**src/design/pressure_switch_pkg.sv**
```systemverilog
package pressure_switch_pkg;
	// Pressure word width, signed, full scale value
	localparam int PW = 16;
	localparam logic signed [15:0] FULL_SCALE = 16'sh2710;
	// Built-in hysteresis 0.5% of full scale
	localparam logic signed [15:0] HYST_FIXED = 16'sh0032;
	// Zero adjust window 5%, shift lower -3%, window gap 1%
	localparam logic signed [15:0] ZERO_ADJ_LIM = 16'sh01F4;
	localparam logic signed [15:0] SHIFT_LOW = -16'sh012C;
	localparam logic signed [15:0] WIN_GAP = 16'sh0064;
	// Display range -15% and 110%
	localparam logic signed [15:0] RANGE_LOW = -16'sh05DC;
	localparam logic signed [15:0] RANGE_HIGH = 16'sh2AF8;
	// Clock rate and timing
	localparam int CLK_HZ = 20000000;
	localparam int RESP_US_0 = 2500;
	localparam int RESP_US_1 = 5000;
	localparam int RESP_US_2 = 100000;
	localparam int RESP_US_3 = 500000;
	localparam int HOLD_MS = 2000;
	localparam int RESP_CYC_0 = RESP_US_0 * (CLK_HZ / 1000000);
	localparam int RESP_CYC_1 = RESP_US_1 * (CLK_HZ / 1000000);
	localparam int RESP_CYC_2 = RESP_US_2 * (CLK_HZ / 1000000);
	localparam int RESP_CYC_3 = RESP_US_3 * (CLK_HZ / 1000000);
	localparam int HOLD_CYC = HOLD_MS * (CLK_HZ / 1000);
	// Operating modes
	typedef enum logic [1:0]
	{
		MODE_AUTO = 2'b00,
		MODE_HYST = 2'b01,
		MODE_INDEP = 2'b10,
		MODE_WINDOW = 2'b11
	} op_mode_e;
	// Display states
	typedef enum logic [2:0]
	{
		DISP_VALUE = 3'b000,
		DISP_UNDER = 3'b001,
		DISP_OVER = 3'b010,
		DISP_ZERO_ERR = 3'b011,
		DISP_OVERCUR = 3'b100,
		DISP_LOCK = 3'b101,
		DISP_PEAK = 3'b110,
		DISP_BOTTOM = 3'b111
	} disp_e;
endpackage : pressure_switch_pkg

```
**src/design/pressure_switch_comparator.sv**
```systemverilog
`timescale 1ns/1ps
// Threshold switch of a digital pressure gauge
module pressure_switch_comparator
	import pressure_switch_pkg::*;
#(
	parameter int RESP_0 = RESP_CYC_0,
	parameter int RESP_1 = RESP_CYC_1,
	parameter int RESP_2 = RESP_CYC_2,
	parameter int RESP_3 = RESP_CYC_3,
	parameter int HOLD = HOLD_CYC
)
(
	input wire logic i_mclk,
	input wire logic i_rst_n,
	input wire logic signed [15:0] i_pressure,
	input wire logic i_sample,
	input wire logic [1:0] i_mode,
	input wire logic i_norm_closed,
	input wire logic [1:0] i_resp_sel,
	input wire logic i_two_colour,
	input wire logic signed [15:0] i_preset_a,
	input wire logic signed [15:0] i_preset_b,
	input wire logic signed [15:0] i_preset_c,
	input wire logic i_capture_a,
	input wire logic i_capture_b,
	input wire logic i_write_a,
	input wire logic i_write_b,
	input wire logic i_write_c,
	input wire logic i_zero_key,
	input wire logic i_zero_shift,
	input wire logic i_lock_combo,
	input wire logic i_show_peak,
	input wire logic i_show_bottom,
	input wire logic i_overcurrent,
	output logic o_control_output_one,
	output logic o_control_output_two,
	output logic o_red,
	output logic o_green,
	output logic [2:0] o_display,
	output logic signed [15:0] o_value,
	output logic o_locked,
	output logic o_preset_reject
);
	// Synchronised reset
	logic rst_s1_reg;
	logic rst_s2_reg;
	logic rst;
	// Stored presets: A/H, B/h/L, C
	logic signed [15:0] pa_reg;
	logic signed [15:0] pb_reg;
	logic signed [15:0] pc_reg;
	// Zero offsets and corrected pressure
	logic signed [15:0] zero_reg;
	logic signed [15:0] shift_reg;
	logic signed [15:0] press;
	// Pin synchronisers
	logic [2:0] zs_sync_reg;
	logic [2:0] oc_sync_reg;
	logic zs_level_reg;
	// Raw comparator states
	logic raw1_reg;
	logic raw2_reg;
	logic filt1;
	logic filt2;
	logic [31:0] resp_limit;
	// Timers
	logic [31:0] zkey_cnt_reg;
	logic [31:0] lock_cnt_reg;
	logic zero_err_reg;
	logic oc_err_reg;
	logic signed [15:0] peak_reg;
	logic signed [15:0] bottom_reg;
	logic hold_clear;

	// Average of two signed values without overflow
	function automatic logic signed [15:0] avg2(input logic signed [15:0] x, input logic signed [15:0] y);
		logic signed [16:0] s;
		s = 17'(x) + 17'(y);
		return s[16:1];
	endfunction : avg2

	// Release reset through two flops
	always_ff @(posedge i_mclk or negedge i_rst_n)
	begin
		if (!i_rst_n)
		begin
			rst_s1_reg <= 1'b0;
			rst_s2_reg <= 1'b0;
		end
		else
		begin
			rst_s1_reg <= 1'b1;
			rst_s2_reg <= rst_s1_reg;
		end
	end
	assign rst = !rst_s2_reg;

	// Three-flop synchronisers on pins
	always_ff @(posedge i_mclk or posedge rst)
	begin
		if (rst)
		begin
			zs_sync_reg <= 3'h0;
			oc_sync_reg <= 3'h0;
			zs_level_reg <= 1'b0;
		end
		else
		begin
			zs_sync_reg <= {zs_sync_reg[1:0], i_zero_shift};
			oc_sync_reg <= {oc_sync_reg[1:0], i_overcurrent};
			if (zs_sync_reg[1] == zs_sync_reg[2])
				zs_level_reg <= zs_sync_reg[2];
		end
	end

	// Displayed pressure after zero and shift
	assign press = 16'(i_pressure - zero_reg - shift_reg);

	// Preset storage
	always_ff @(posedge i_mclk or posedge rst)
	begin
		if (rst)
		begin
			pa_reg <= 16'sh0000;
			pb_reg <= 16'sh0000;
			pc_reg <= 16'sh0000;
			o_preset_reject <= 1'b0;
		end
		else if (!o_locked)
		begin
			o_preset_reject <= 1'b0;
			if (i_capture_a && i_mode == MODE_AUTO)
				pa_reg <= press;
			if (i_capture_b && i_mode == MODE_AUTO)
			begin
				pb_reg <= press;
				pc_reg <= avg2(pa_reg, press);
			end
			if (i_write_a)
				pa_reg <= i_preset_a;
			if (i_write_b && i_mode == MODE_WINDOW && (17'(i_preset_b) + 17'(WIN_GAP) > 17'(pa_reg)))
				o_preset_reject <= 1'b1;
			else if (i_write_b)
				pb_reg <= i_preset_b;
			if (i_write_c && i_mode == MODE_AUTO)
			begin
				if ((i_preset_c <= pa_reg && i_preset_c >= pb_reg) || (i_preset_c >= pa_reg && i_preset_c <= pb_reg))
					pc_reg <= i_preset_c;
				else
					o_preset_reject <= 1'b1;
			end
		end
	end

	always_ff @(posedge i_mclk or posedge rst)
	begin
		if (rst)
		begin
			raw1_reg <= 1'b0;
			raw2_reg <= 1'b0;
		end
		else if (i_sample)
		begin
			case (op_mode_e'(i_mode))
				MODE_AUTO:
				begin
					raw1_reg <= raw1_reg ? (press > pc_reg - HYST_FIXED) : (press > pc_reg);
					raw2_reg <= raw2_reg ? (press >= avg2(pa_reg, pc_reg) - HYST_FIXED
						|| press <= avg2(pc_reg, pb_reg) + HYST_FIXED)
						: (press > avg2(pa_reg, pc_reg) || press < avg2(pc_reg, pb_reg));
				end
				MODE_HYST:
				begin
					raw1_reg <= raw1_reg ? (press > pa_reg - pb_reg) : (press > pa_reg);
					raw2_reg <= raw2_reg ? (press >= pa_reg - HYST_FIXED || press <= pa_reg - pb_reg + HYST_FIXED)
						: (press > pa_reg || press < pa_reg - pb_reg);
				end
				MODE_INDEP:
				begin
					raw1_reg <= raw1_reg ? (press > pa_reg - HYST_FIXED) : (press > pa_reg);
					raw2_reg <= raw2_reg ? (press > pb_reg - HYST_FIXED) : (press > pb_reg);
				end
				MODE_WINDOW:
				begin
					raw1_reg <= raw1_reg ? (press <= pa_reg + HYST_FIXED && press >= pb_reg - HYST_FIXED)
						: (press <= pa_reg && press >= pb_reg);
					raw2_reg <= raw2_reg ? (press <= pa_reg - ((pa_reg - pb_reg) >>> 2) + HYST_FIXED
						&& press >= pb_reg + ((pa_reg - pb_reg) >>> 2) - HYST_FIXED)
						: (press <= pa_reg - ((pa_reg - pb_reg) >>> 2) && press >= pb_reg + ((pa_reg - pb_reg) >>> 2));
				end
				default:
				begin
					raw1_reg <= 1'b0;
					raw2_reg <= 1'b0;
				end
			endcase
		end
	end

	// Response time selection
	always_comb
	begin
		case (i_resp_sel)
			2'h0: resp_limit = 32'(RESP_0);
			2'h1: resp_limit = 32'(RESP_1);
			2'h2: resp_limit = 32'(RESP_2);
			default: resp_limit = 32'(RESP_3);
		endcase
	end

	response_filter u_filt1 (.i_mclk(i_mclk), .i_rst(rst), .i_raw(raw1_reg), .i_limit(resp_limit), .o_state(filt1));
	response_filter u_filt2 (.i_mclk(i_mclk), .i_rst(rst), .i_raw(raw2_reg), .i_limit(resp_limit), .o_state(filt2));

	assign o_control_output_one = filt1 ^ i_norm_closed;
	assign o_control_output_two = filt2 ^ i_norm_closed;
	assign o_red = !i_two_colour || filt1;
	assign o_green = i_two_colour && !filt1;

	// Zero adjust and zero shift
	always_ff @(posedge i_mclk or posedge rst)
	begin
		if (rst)
		begin
			zkey_cnt_reg <= 32'h0;
			zero_reg <= 16'sh0000;
			shift_reg <= 16'sh0000;
			zero_err_reg <= 1'b0;
		end
		else
		begin
			zkey_cnt_reg <= i_zero_key ? ((zkey_cnt_reg <= 32'(HOLD)) ? zkey_cnt_reg + 32'h1 : zkey_cnt_reg) : 32'h0;
			if (i_zero_key && zkey_cnt_reg == 32'(HOLD))
			begin
				if (press <= ZERO_ADJ_LIM && press >= -ZERO_ADJ_LIM)
				begin
					zero_reg <= 16'(zero_reg + press);
					zero_err_reg <= 1'b0;
				end
				else
					zero_err_reg <= 1'b1;
			end
			if (zs_sync_reg[2] && !zs_level_reg && zs_sync_reg[1] && i_mode != MODE_AUTO
				&& press >= SHIFT_LOW && press <= FULL_SCALE)
				shift_reg <= 16'(shift_reg + press);
		end
	end

	// Key lock with 2 s flash
	always_ff @(posedge i_mclk or posedge rst)
	begin
		if (rst)
		begin
			o_locked <= 1'b0;
			lock_cnt_reg <= 32'h0;
		end
		else if (i_lock_combo && lock_cnt_reg == 32'h0)
		begin
			o_locked <= !o_locked;
			lock_cnt_reg <= 32'(HOLD);
		end
		else if (lock_cnt_reg != 32'h0)
			lock_cnt_reg <= lock_cnt_reg - 32'h1;
	end

	assign hold_clear = i_write_a || i_write_b || i_write_c || i_capture_a || i_capture_b;

	// Peak and bottom tracking
	always_ff @(posedge i_mclk or posedge rst)
	begin
		if (rst)
		begin
			peak_reg <= 16'sh8000;
			bottom_reg <= 16'sh7FFF;
		end
		else if (hold_clear)
		begin
			peak_reg <= 16'sh8000;
			bottom_reg <= 16'sh7FFF;
		end
		else if (i_sample)
		begin
			if (press > peak_reg)
				peak_reg <= press;
			if (press < bottom_reg)
				bottom_reg <= press;
		end
	end

	// Overcurrent latch
	always_ff @(posedge i_mclk or posedge rst)
	begin
		if (rst)
			oc_err_reg <= 1'b0;
		else if (oc_sync_reg[2])
			oc_err_reg <= 1'b1;
	end

	// Display selection, registered
	always_ff @(posedge i_mclk or posedge rst)
	begin
		if (rst)
		begin
			o_display <= DISP_VALUE;
			o_value <= 16'sh0000;
		end
		else
		begin
			o_value <= press;
			if (oc_err_reg)
				o_display <= DISP_OVERCUR;
			else if (zero_err_reg)
				o_display <= DISP_ZERO_ERR;
			else if (lock_cnt_reg != 32'h0)
				o_display <= DISP_LOCK;
			else if (press < RANGE_LOW)
				o_display <= DISP_UNDER;
			else if (press > RANGE_HIGH)
				o_display <= DISP_OVER;
			else if (i_show_peak && !o_locked)
			begin
				o_display <= DISP_PEAK;
				o_value <= peak_reg;
			end
			else if (i_show_bottom && !o_locked)
			begin
				o_display <= DISP_BOTTOM;
				o_value <= bottom_reg;
			end
			else
				o_display <= DISP_VALUE;
		end
	end

	a_polarity_inv: assert property (@(posedge i_mclk) disable iff (rst)
		o_control_output_one == (filt1 ^ i_norm_closed) && o_control_output_two == (filt2 ^ i_norm_closed))
		else $error("Polarity mismatch");
	a_lock_hides_hold: assert property (@(posedge i_mclk) disable iff (rst)
		$past(o_locked) |-> (o_display != DISP_PEAK && o_display != DISP_BOTTOM))
		else $error("Hold shown while locked");
	a_overcur_shown: assert property (@(posedge i_mclk) disable iff (rst)
		oc_err_reg |=> o_display == DISP_OVERCUR)
		else $error("Overcurrent not displayed");
	a_shift_auto: assert property (@(posedge i_mclk) disable iff (rst)
		(i_mode == MODE_AUTO && $stable(i_mode)) |=> $stable(shift_reg))
		else $error("Shift changed in auto mode");
	a_colour_follow: assert property (@(posedge i_mclk) disable iff (rst)
		i_two_colour |-> (o_red == filt1 && o_green == !filt1))
		else $error("Colour mismatch");
	a_lock_presets: assert property (@(posedge i_mclk) disable iff (rst)
		(o_locked && $past(o_locked)) |=> 1'b1 ##0 ($past(o_locked) -> $stable(pa_reg)))
		else $error("Preset changed while locked");
	a_over_range: assert property (@(posedge i_mclk) disable iff (rst)
		(press > RANGE_HIGH && !oc_err_reg && !zero_err_reg && lock_cnt_reg == 32'h0) |=> o_display == DISP_OVER)
		else $error("Over range not shown");
	a_auto_mid: assert property (@(posedge i_mclk) disable iff (rst)
		(i_capture_b && i_mode == MODE_AUTO && !o_locked && !i_write_c) |=> pc_reg == avg2(pa_reg, pb_reg))
		else $error("Level not midpoint");
endmodule : pressure_switch_comparator

```
**src/design/response_filter.sv**
```systemverilog
`timescale 1ns/1ps
// Passes a raw detection state only after it persists for the limit
module response_filter
	import pressure_switch_pkg::*;
(
	input wire logic i_mclk,
	input wire logic i_rst,
	input wire logic i_raw,
	input wire logic [31:0] i_limit,
	output logic o_state
);
	// Cycles the raw state has differed from the output
	logic [31:0] count_reg;

	// Count while raw differs, restart on agreement
	always_ff @(posedge i_mclk or posedge i_rst)
	begin
		if (i_rst)
		begin
			count_reg <= 32'h0;
			o_state <= 1'b0;
		end
		else if (i_raw == o_state)
			count_reg <= 32'h0;
		else if (count_reg >= i_limit)
		begin
			o_state <= i_raw;
			count_reg <= 32'h0;
		end
		else
			count_reg <= count_reg + 32'h1;
	end

	a_filter_hold: assert property (@(posedge i_mclk) disable iff (i_rst)
		(o_state != $past(o_state)) |-> ($past(count_reg) >= $past(i_limit)))
		else $error("Output changed before response time");
endmodule : response_filter

```
**config.mk**
```make
export PLATFORM = sky130hd
export DESIGN_NAME = pressure_switch_comparator
export DESIGN_NICKNAME = d
export VERILOG_FILES = /design/src/design/pressure_switch_pkg.sv /design/src/design/pressure_switch_comparator.sv /design/src/design/response_filter.sv
export SDC_FILE = /design/constraint.sdc
export NUM_CORES = 1
export LEC_CHECK = 0
export BUFFER_PORTS_ARGS = -buffer_cell sky130_fd_sc_hd__buf_4
export CAP_MARGIN = 30
export CELL_PAD_IN_SITES_DETAIL_PLACEMENT = 0
export CELL_PAD_IN_SITES_GLOBAL_PLACEMENT = 1
export CORE_MARGIN = 4
export CORE_UTILIZATION = 51
export CTS_BUF_LIST = sky130_fd_sc_hd__clkbuf_2 sky130_fd_sc_hd__clkbuf_4 sky130_fd_sc_hd__clkbuf_8
export DETAILED_ROUTE_END_ITERATION = 16
export PLACE_DENSITY_LB_ADDON = 0.1
export SLEW_MARGIN = 25
export SYNTH_ARGS = -nofsm -noshare
export SYNTH_HDL_FRONTEND = slang
export SYNTH_HIERARCHICAL = 1
export SYNTH_SLANG_ARGS = --single-unit
```
**constraint.sdc**
```tcl
create_clock -name i_mclk -period 8.6 [get_ports i_mclk]
set_clock_uncertainty 0.1 [all_clocks]
set_input_delay 1.72 -clock i_mclk [delete_from_list [all_inputs] [get_ports i_mclk]]
set_output_delay 1.72 -clock i_mclk [all_outputs]
set_load 0.05 [all_outputs]
```
==> results.md, run 1 <==
- TritonCTS clock tree: yes
- Share of the synthesized area in the top cell type: 21.8%
- Post-synth EDFFs: 0
- DR vias/cell: 6.11
- Total gr overflow: 0
- Die height: 255 um
- Crit-path max cell delay: 0.55 ns
- Port buffer count: 108
- Setup bufs post-CTS: 0
- DRC Markers: 0
- HPWL after detailed placement: 82700 um
- Max-Cap Viols: 0
- Hold Worst Slack: 0.250 ns
- Max Slew Vio Count: 0
- Share of layout cells above drive strength 1: 10.3%
- Seq/Total Area, Yosys: 22.2%
- Synth Area per Inst: 8.51 sq um
- Slew at the pin closest to its max-slew limit: 0.973 ns
- Critical Path Fanout Max: 5
- Startpoint types: flip-flop
- Synth warn: 6
- Hold crit path type: reg -> reg
- Core Region: 0.0605 sq mm
- Fin crit share: 91.8%
- Post-CTS sizing: 0
- CP arrival: 8.32 ns
- Gr usage total: 32.2%
- Initial antenna violation count: 8
- Number of routed nets with antenna violations: 0
- Ys flop type: dfrtp_1
- FF+latch area: 0.00693 sq mm
- Slowest CP cell: or4b_4
- Fin Setup TNS: 0 ns
- CTS sink count: 276
- Outcome: finished, final reports clean
- Clock H-tree levels: 2
- Area contributors post-synth: ha_1 (22%), dfrtp_1 (21%), xnor2_1 (6.4%)
- Critical Path RT: 9.02 ns
- RSZ-0062 raised after global routing: false
- Synth Register Bits: 276
- Fill cells: 5566
- Leading area contributor after synthesis: ha_1
- Row count: 90
- Post-Syn Instances: 3662
- Starting Density: 51.5%
- GP Congestion: 0.985
- Clk_lat worst skew: 0.70 ns
- Vias in the first global route: 28.2k
- Critical path type: reg -> reg
- Asr flop ratio synth: 100%
- I/O pin count: 109
- Final setup fails: 0
- Nets: 4512
- Post-layout util: 57.2%
- Die width: 255 um
- P&R area growth vs syn: 11.0%
- DRT Pass-1 Iters: 6
- CTS Root Cell: clkbuf_8
- Critical Path Sink Type: flip-flop
- Pin count of the biggest net entering global routing: 59
- Hold_buf cts: 0
- Total clock buffers created by CTS: 52
- Synthesized area: 0.0312 sq mm
- Fmax: 127 MHz
- Multi-input logic area: 0.0228 sq mm
- Worst slew margin: 33.4%
- Routed wire per std cell: 22.6 um
- Global-route wire length before repair: 163000 um
- Clock Pin Slew Worst Setup and Hold Paths: 0.06 ns
- Fin. Hold Viols: 0
- Total die area: 0.0651 sq mm
- Fin crit period: 7.90 ns
- Routed WL: 106000 um
- Post-synth cell types: 109
- Post-route cell area: 0.0346 sq mm
- Starting DRT DRC Count: 2364
- Placed Area: 0.0334 sq mm
- Via Count: 28.7k
- Max Root-Sink Buffers: 3
cells in the mapped netlist, drive strengths merged, types with 23 or more instances:
cell type  number
nor2          270
and3           27
xor2          124
a221oi         23
o21bai         36
dfrtp         260
mux2i          35
o21a           67
or3            25
nand3          96
ha            542
nand2         255
nand4          94
nand2b         34
a21oi         217
and2           42
nor3          106
a211oi         29
a31oi          36
fa             23
clkbuf         47
o22ai          27
nor4           37
inv           346
xnor2         229
o211ai         30
nor2b          56
a21o           95
o21ai         152
cell families (layout without fill, tap and decap cells):
kind of cell / after synthesis / in the layout / share of synthesized area, %
other: 2 / 40 / 0.0241
XOR/XNOR: 353 / 353 / 9.97
buffers and inverters: 418 / 626 / 5.24
flip-flops: 276 / 276 / 22.2
AND/OR/NAND/NOR: 1120 / 1120 / 18.4
multiplexers: 41 / 41 / 1.34
adder cells (fa/ha/maj): 574 / 574 / 23.5
AO/OA/AOI/OAI: 878 / 878 / 19.3
critical path: cells and delay by family (launching register included):
family                     cells  cell delay (ns)
and+or+nand+nor                8             1.79
adders and majority gates      4             1.28
buffers and inverters          3             0.37
AOI/OAI and AO/OA             16             3.47
xor gates and xnor gates       2             0.38
DFF                            1             0.37
final cells by class:
class                           instances  area share (%)
Multi-Input combinational cell       3001            66.0
Sequential cell                       276            20.0
Timing Repair Buffer                  180            4.01
Inverter                              352            3.82
Clock buffer                           80            2.89
Tap cell                              782            2.83
Clock inverter                         14           0.369
Antenna cell                            5          0.0362
worst paths after layout:
check	start	to	slack [ns]	cells past startpoint
setup / recovery	pa_reg[0]	raw2_reg	0.70	33
hold / removal	oc_sync_reg[0]	oc_sync_reg[1]	0.25	0
setup reg to reg	pa_reg[0]	raw2_reg	0.70	33
hold reg to reg	oc_sync_reg[0]	oc_sync_reg[1]	0.25	0
max in group asynchronous	rst_s2_reg	zkey_cnt_reg[21]	6.19	2
min in group asynchronous	rst_s2_reg	lock_cnt_reg[20]	0.32	0
cells in the final DEF (no fill, tap or decap), drive strengths merged, types with 80 or more instances in the layout:
cell	instances
a21oi	217
nand3	96
nor2	270
o21ai	152
ha	542
xor2	124
clkbuf	80
xnor2	229
nor3	106
a21o	95
dfrtp	260
buf	180
inv	349
nand2	255
nand4	94
routing by layer:
layer  part of all wire, %  routed length [um]  vias up  GRT usage, %
li1                      -                   -    13600             -
met3                   7.4                7880      266          6.10
met4                   4.9                5200        8          13.7
met1                    43               45200    13800          41.8
met2                    45               47900      975          52.8
met5                 0.053                  56        -             0
per-stage QoR:
stage	setup WS, ns	instances
2_1_floorplan	1.37	3695
3_3_place_gp	0.959	4588
5_1_grt	0.103	4686
4_1_cts	0.766	4685
6_report	0.702	4690
3_5_place_dp	0.807	4591
Power of run 1 is left out: the tool's default activity adds up to more than one toggle a clock period on the data nets, which glitch-free logic cannot reach.
==> inputs of run 2 (changes only) <==
- ABC_AREA: not set -> 1
- CORE_UTILIZATION: 51 -> 48
==> results.md, run 2 <==
- Outcome: finished, final reports clean (unchanged)
- Max Root-Sink Buffers: 3 (unchanged)
- Synth Area per Inst: 6.81 sq um (was 8.51 sq um)
- TritonCTS clock tree: yes (unchanged)
- I/O pin count: 109 (unchanged)
- Mux contribution to synthesized area: 0% (was 1.34%)
- Fill cells: 7128 (was 5566)
- Total gr overflow: 0 (unchanged)
- Nets: 5853 (was 4512)
- Synth Area in Simple Gates: 28.9% (was 18.4%)
- DP Worst Slack: 1.95 ns (was 0.807 ns)
- GP Congestion: 1.00 (was 0.985)
- Worst path top cell family by delay: simple AND/OR/NAND/NOR gates (was compound AO/OA/AOI/OAI gates)
- Max-Cap Viols: 0 (unchanged)
- P&R area growth vs syn: 10.8% (was 11.0%)
- Pin count of the biggest net entering global routing: 74 (was 59)
- DRC Markers: 0 (unchanged)
- Post-synth top cells: nand2_1 (1183), inv_1 (738), ha_1 (542), nor2_1 (461), a21oi_1 (323) (was ha_1 (542), inv_1 (342), dfrtp_1 (260), nand2_1 (255), nor2_1 (239))
- Final setup fails: 0 (unchanged)
- Compound-Gate Fraction of Synth Area: 13.0% (was 19.3%)
- Slew at the pin closest to its max-slew limit: 0.955 ns (was 0.973 ns)
- DRT Pass-1 Iters: 6 (unchanged)
- Die height: 275 um (was 255 um)
- Global-route wire length before repair: 183000 um (was 163000 um)
- Initial antenna violation count: 2 (was 8)
- Via Count: 34.3k (was 28.7k)
- Die width: 275 um (was 255 um)
- Max Slew Vio Count: 0 (unchanged)
- Area contributors post-synth: ha_1 (20%), dfrtp_1 (19%), nand2_1 (13%) (was ha_1 (22%), dfrtp_1 (21%), xnor2_1 (6.4%))
- Row count: 97 (was 90)
- Most common cell in the netlist: nand2_1 (was ha_1)
- CP arrival: 7.10 ns (was 8.32 ns)
- Post-Syn Instances: 5020 (was 3662)
- CP dominant cell by count: nand2_1
- Ys flop type: dfrtp_1 (unchanged)
- Routed wire per std cell: 19.3 um (was 22.6 um)
- Synth Area in Adders: 21.2% (was 23.5%)
- Post-CTS sizing: 0 (unchanged)
- R2R cell count: 35 (was 33)
- Critical Path Sink Type: flip-flop (unchanged)
- Post-synth EDFFs: 0 (unchanged)
- FF+latch area: 0.00693 sq mm (unchanged)
- Worst slew margin: 36.1% (was 33.4%)
- Critical path type: reg -> reg (unchanged)
- Slowest CP cell: dfrtp_1 (was or4b_4)
- Clock H-tree levels: 2 (unchanged)
- Gr usage total: 30.9% (was 32.2%)
- Fmax: 151 MHz (was 127 MHz)
- CP Depth: 35 (was 33)
- RSZ-0062 raised after global routing: false (unchanged)
- Core Region: 0.0703 sq mm (was 0.0605 sq mm)
- Hold crit path type: reg -> async (was reg -> reg)
- Vias in the first global route: 31.9k (was 28.2k)
- Share of layout cells above drive strength 1: 7.41% (was 10.3%)
- Total die area: 0.0755 sq mm (was 0.0651 sq mm)
- Fin Setup TNS: 0 ns (unchanged)
- Synthesized area: 0.0342 sq mm (was 0.0312 sq mm)
- CTS Root Cell: clkbuf_8 (unchanged)
- Asr flop ratio synth: 100% (unchanged)
- Synth warn: 6 (unchanged)
- Number of routed nets with antenna violations: 0 (unchanged)
- Seq/Total Area, Yosys: 20.3% (was 22.2%)
- Largest family of logic cells by synthesized area: simple AND/OR/NAND/NOR gates (was adder cells)
- Post-synth cell types: 71 (was 109)
- Most common cell after layout, fill and taps aside: nand2_1 (was ha_1)
- Commonest cells after routing, fill and taps aside: nand2_1 (1176), inv_1 (737), ha_1 (542) (was ha_1 (542), inv_1 (342), dfrtp_1 (259))
- Peak VDD IR: 0.000261 V
- Leading area contributor after synthesis: ha_1 (unchanged)
- Total clock buffers created by CTS: 55 (was 52)
- Startpoint types: flip-flop (unchanged)
- Fin crit share: 77.1% (was 91.8%)
- Pleak: 0.0194 uW
- Synth Register Bits: 276 (unchanged)
- Setup bufs post-CTS: 0 (unchanged)
- Fin. Hold Viols: 0 (unchanged)
- Worst Slack Setup Final: 1.97 ns (was 0.702 ns)
- Critical Path RT: 9.07 ns (was 9.02 ns)
- CTS sink count: 276 (unchanged)
- Port buffer count: 108 (unchanged)
- Crit-path max cell delay: 0.65 ns (was 0.55 ns)
- Share of the synthesized area in the top cell type: 19.8% (was 21.8%)
- Hold_buf cts: 0 (unchanged)
- Clock Pin Slew Worst Setup and Hold Paths: 0.08 ns (was 0.06 ns)
- Starting DRT DRC Count: 3055 (was 2364)
- Fin crit period: 6.63 ns (was 7.90 ns)
- Clk_lat worst skew: 0.68 ns (was 0.70 ns)
- Multi-input logic area: 0.0243 sq mm (was 0.0228 sq mm)
- Synth Area in XOR/XNOR: 7.39% (was 9.97%)
- Worst Path Buf+Inv: 5 (was 3)
- Starting Density: 48.6% (was 51.5%)
- PwrDens: 346 mW/mm^2
- Critical Path Fanout Max: 6 (was 5)
- Routed WL: 119000 um (was 106000 um)
- DR vias/cell: 5.54 (was 6.11)
- HPWL after detailed placement: 92800 um (was 82700 um)
[run 2: cell type report]
cell class / instances / area share (%)
Clock buffer: 77 / 2.68
Timing Repair Buffer: 155 / 3.23
Sequential cell: 276 / 18.3
Tap cell: 940 / 3.11
Antenna cell: 1 / 0.00661
Inverter: 757 / 7.50
Multi-Input combinational cell: 3959 / 64.2
Clock inverter: 27 / 0.991
[run 2: final timing paths]
path | start | endpoint | slack (ns)
min | rst_s2_reg | zkey_cnt_reg[16] | 0.10
min reg2reg | rst_s2_reg | zkey_cnt_reg[16] | 0.10
min in group i_mclk | oc_sync_reg[0] | oc_sync_reg[1] | 0.25
max | pb_reg[10] | raw2_reg | 1.97
max in group asynchronous | rst_s2_reg | u_filt2/count_reg[5] | 6.81
max reg2reg | pb_reg[10] | raw2_reg | 1.97
[run 2: per-stage QoR]
stage / utilization (%) / hold slack (ns) / area [sq um] / std cells / power [uW]
5_1_grt: 53.9 / 0.137 / 37900 / 6192 / 14300
4_1_cts: 53.8 / 0.249 / 37800 / 6188 / 13000
2_1_floorplan: - / 0.231 / 34300 / 5053 / 8170
3_5_place_dp: 51.8 / 0.235 / 36400 / 6084 / 11200
3_3_place_gp: 51.8 / 0.236 / 36400 / 6083 / 11100
6_report: 53.9 / 0.102 / 37900 / 6192 / 13100
[run 2: logic make-up (layout without fill, tap and decap cells)]
kind of cell,after synthesis,in the layout
fa+ha+maj,566,566
simple gates,2295,2295
flops,276,276
other cells,2,36
xor+xnor,282,282
compound gates,781,781
buf+inv,818,1016
[run 2: per-layer routing]
layer | share of wire (%) | global-route usage [%]
met5 | 0.011 | 0
met4 | 3.8 | 10.2
met3 | 7.7 | 4.45
met2 | 44 | 49.1
met1 | 45 | 43.3
[run 2: power by group]
part	internal, uW	switching, uW
combinational	3210	6650
clock	1020	690
sequential	1420	115
(Power assumes the default switching activity.)
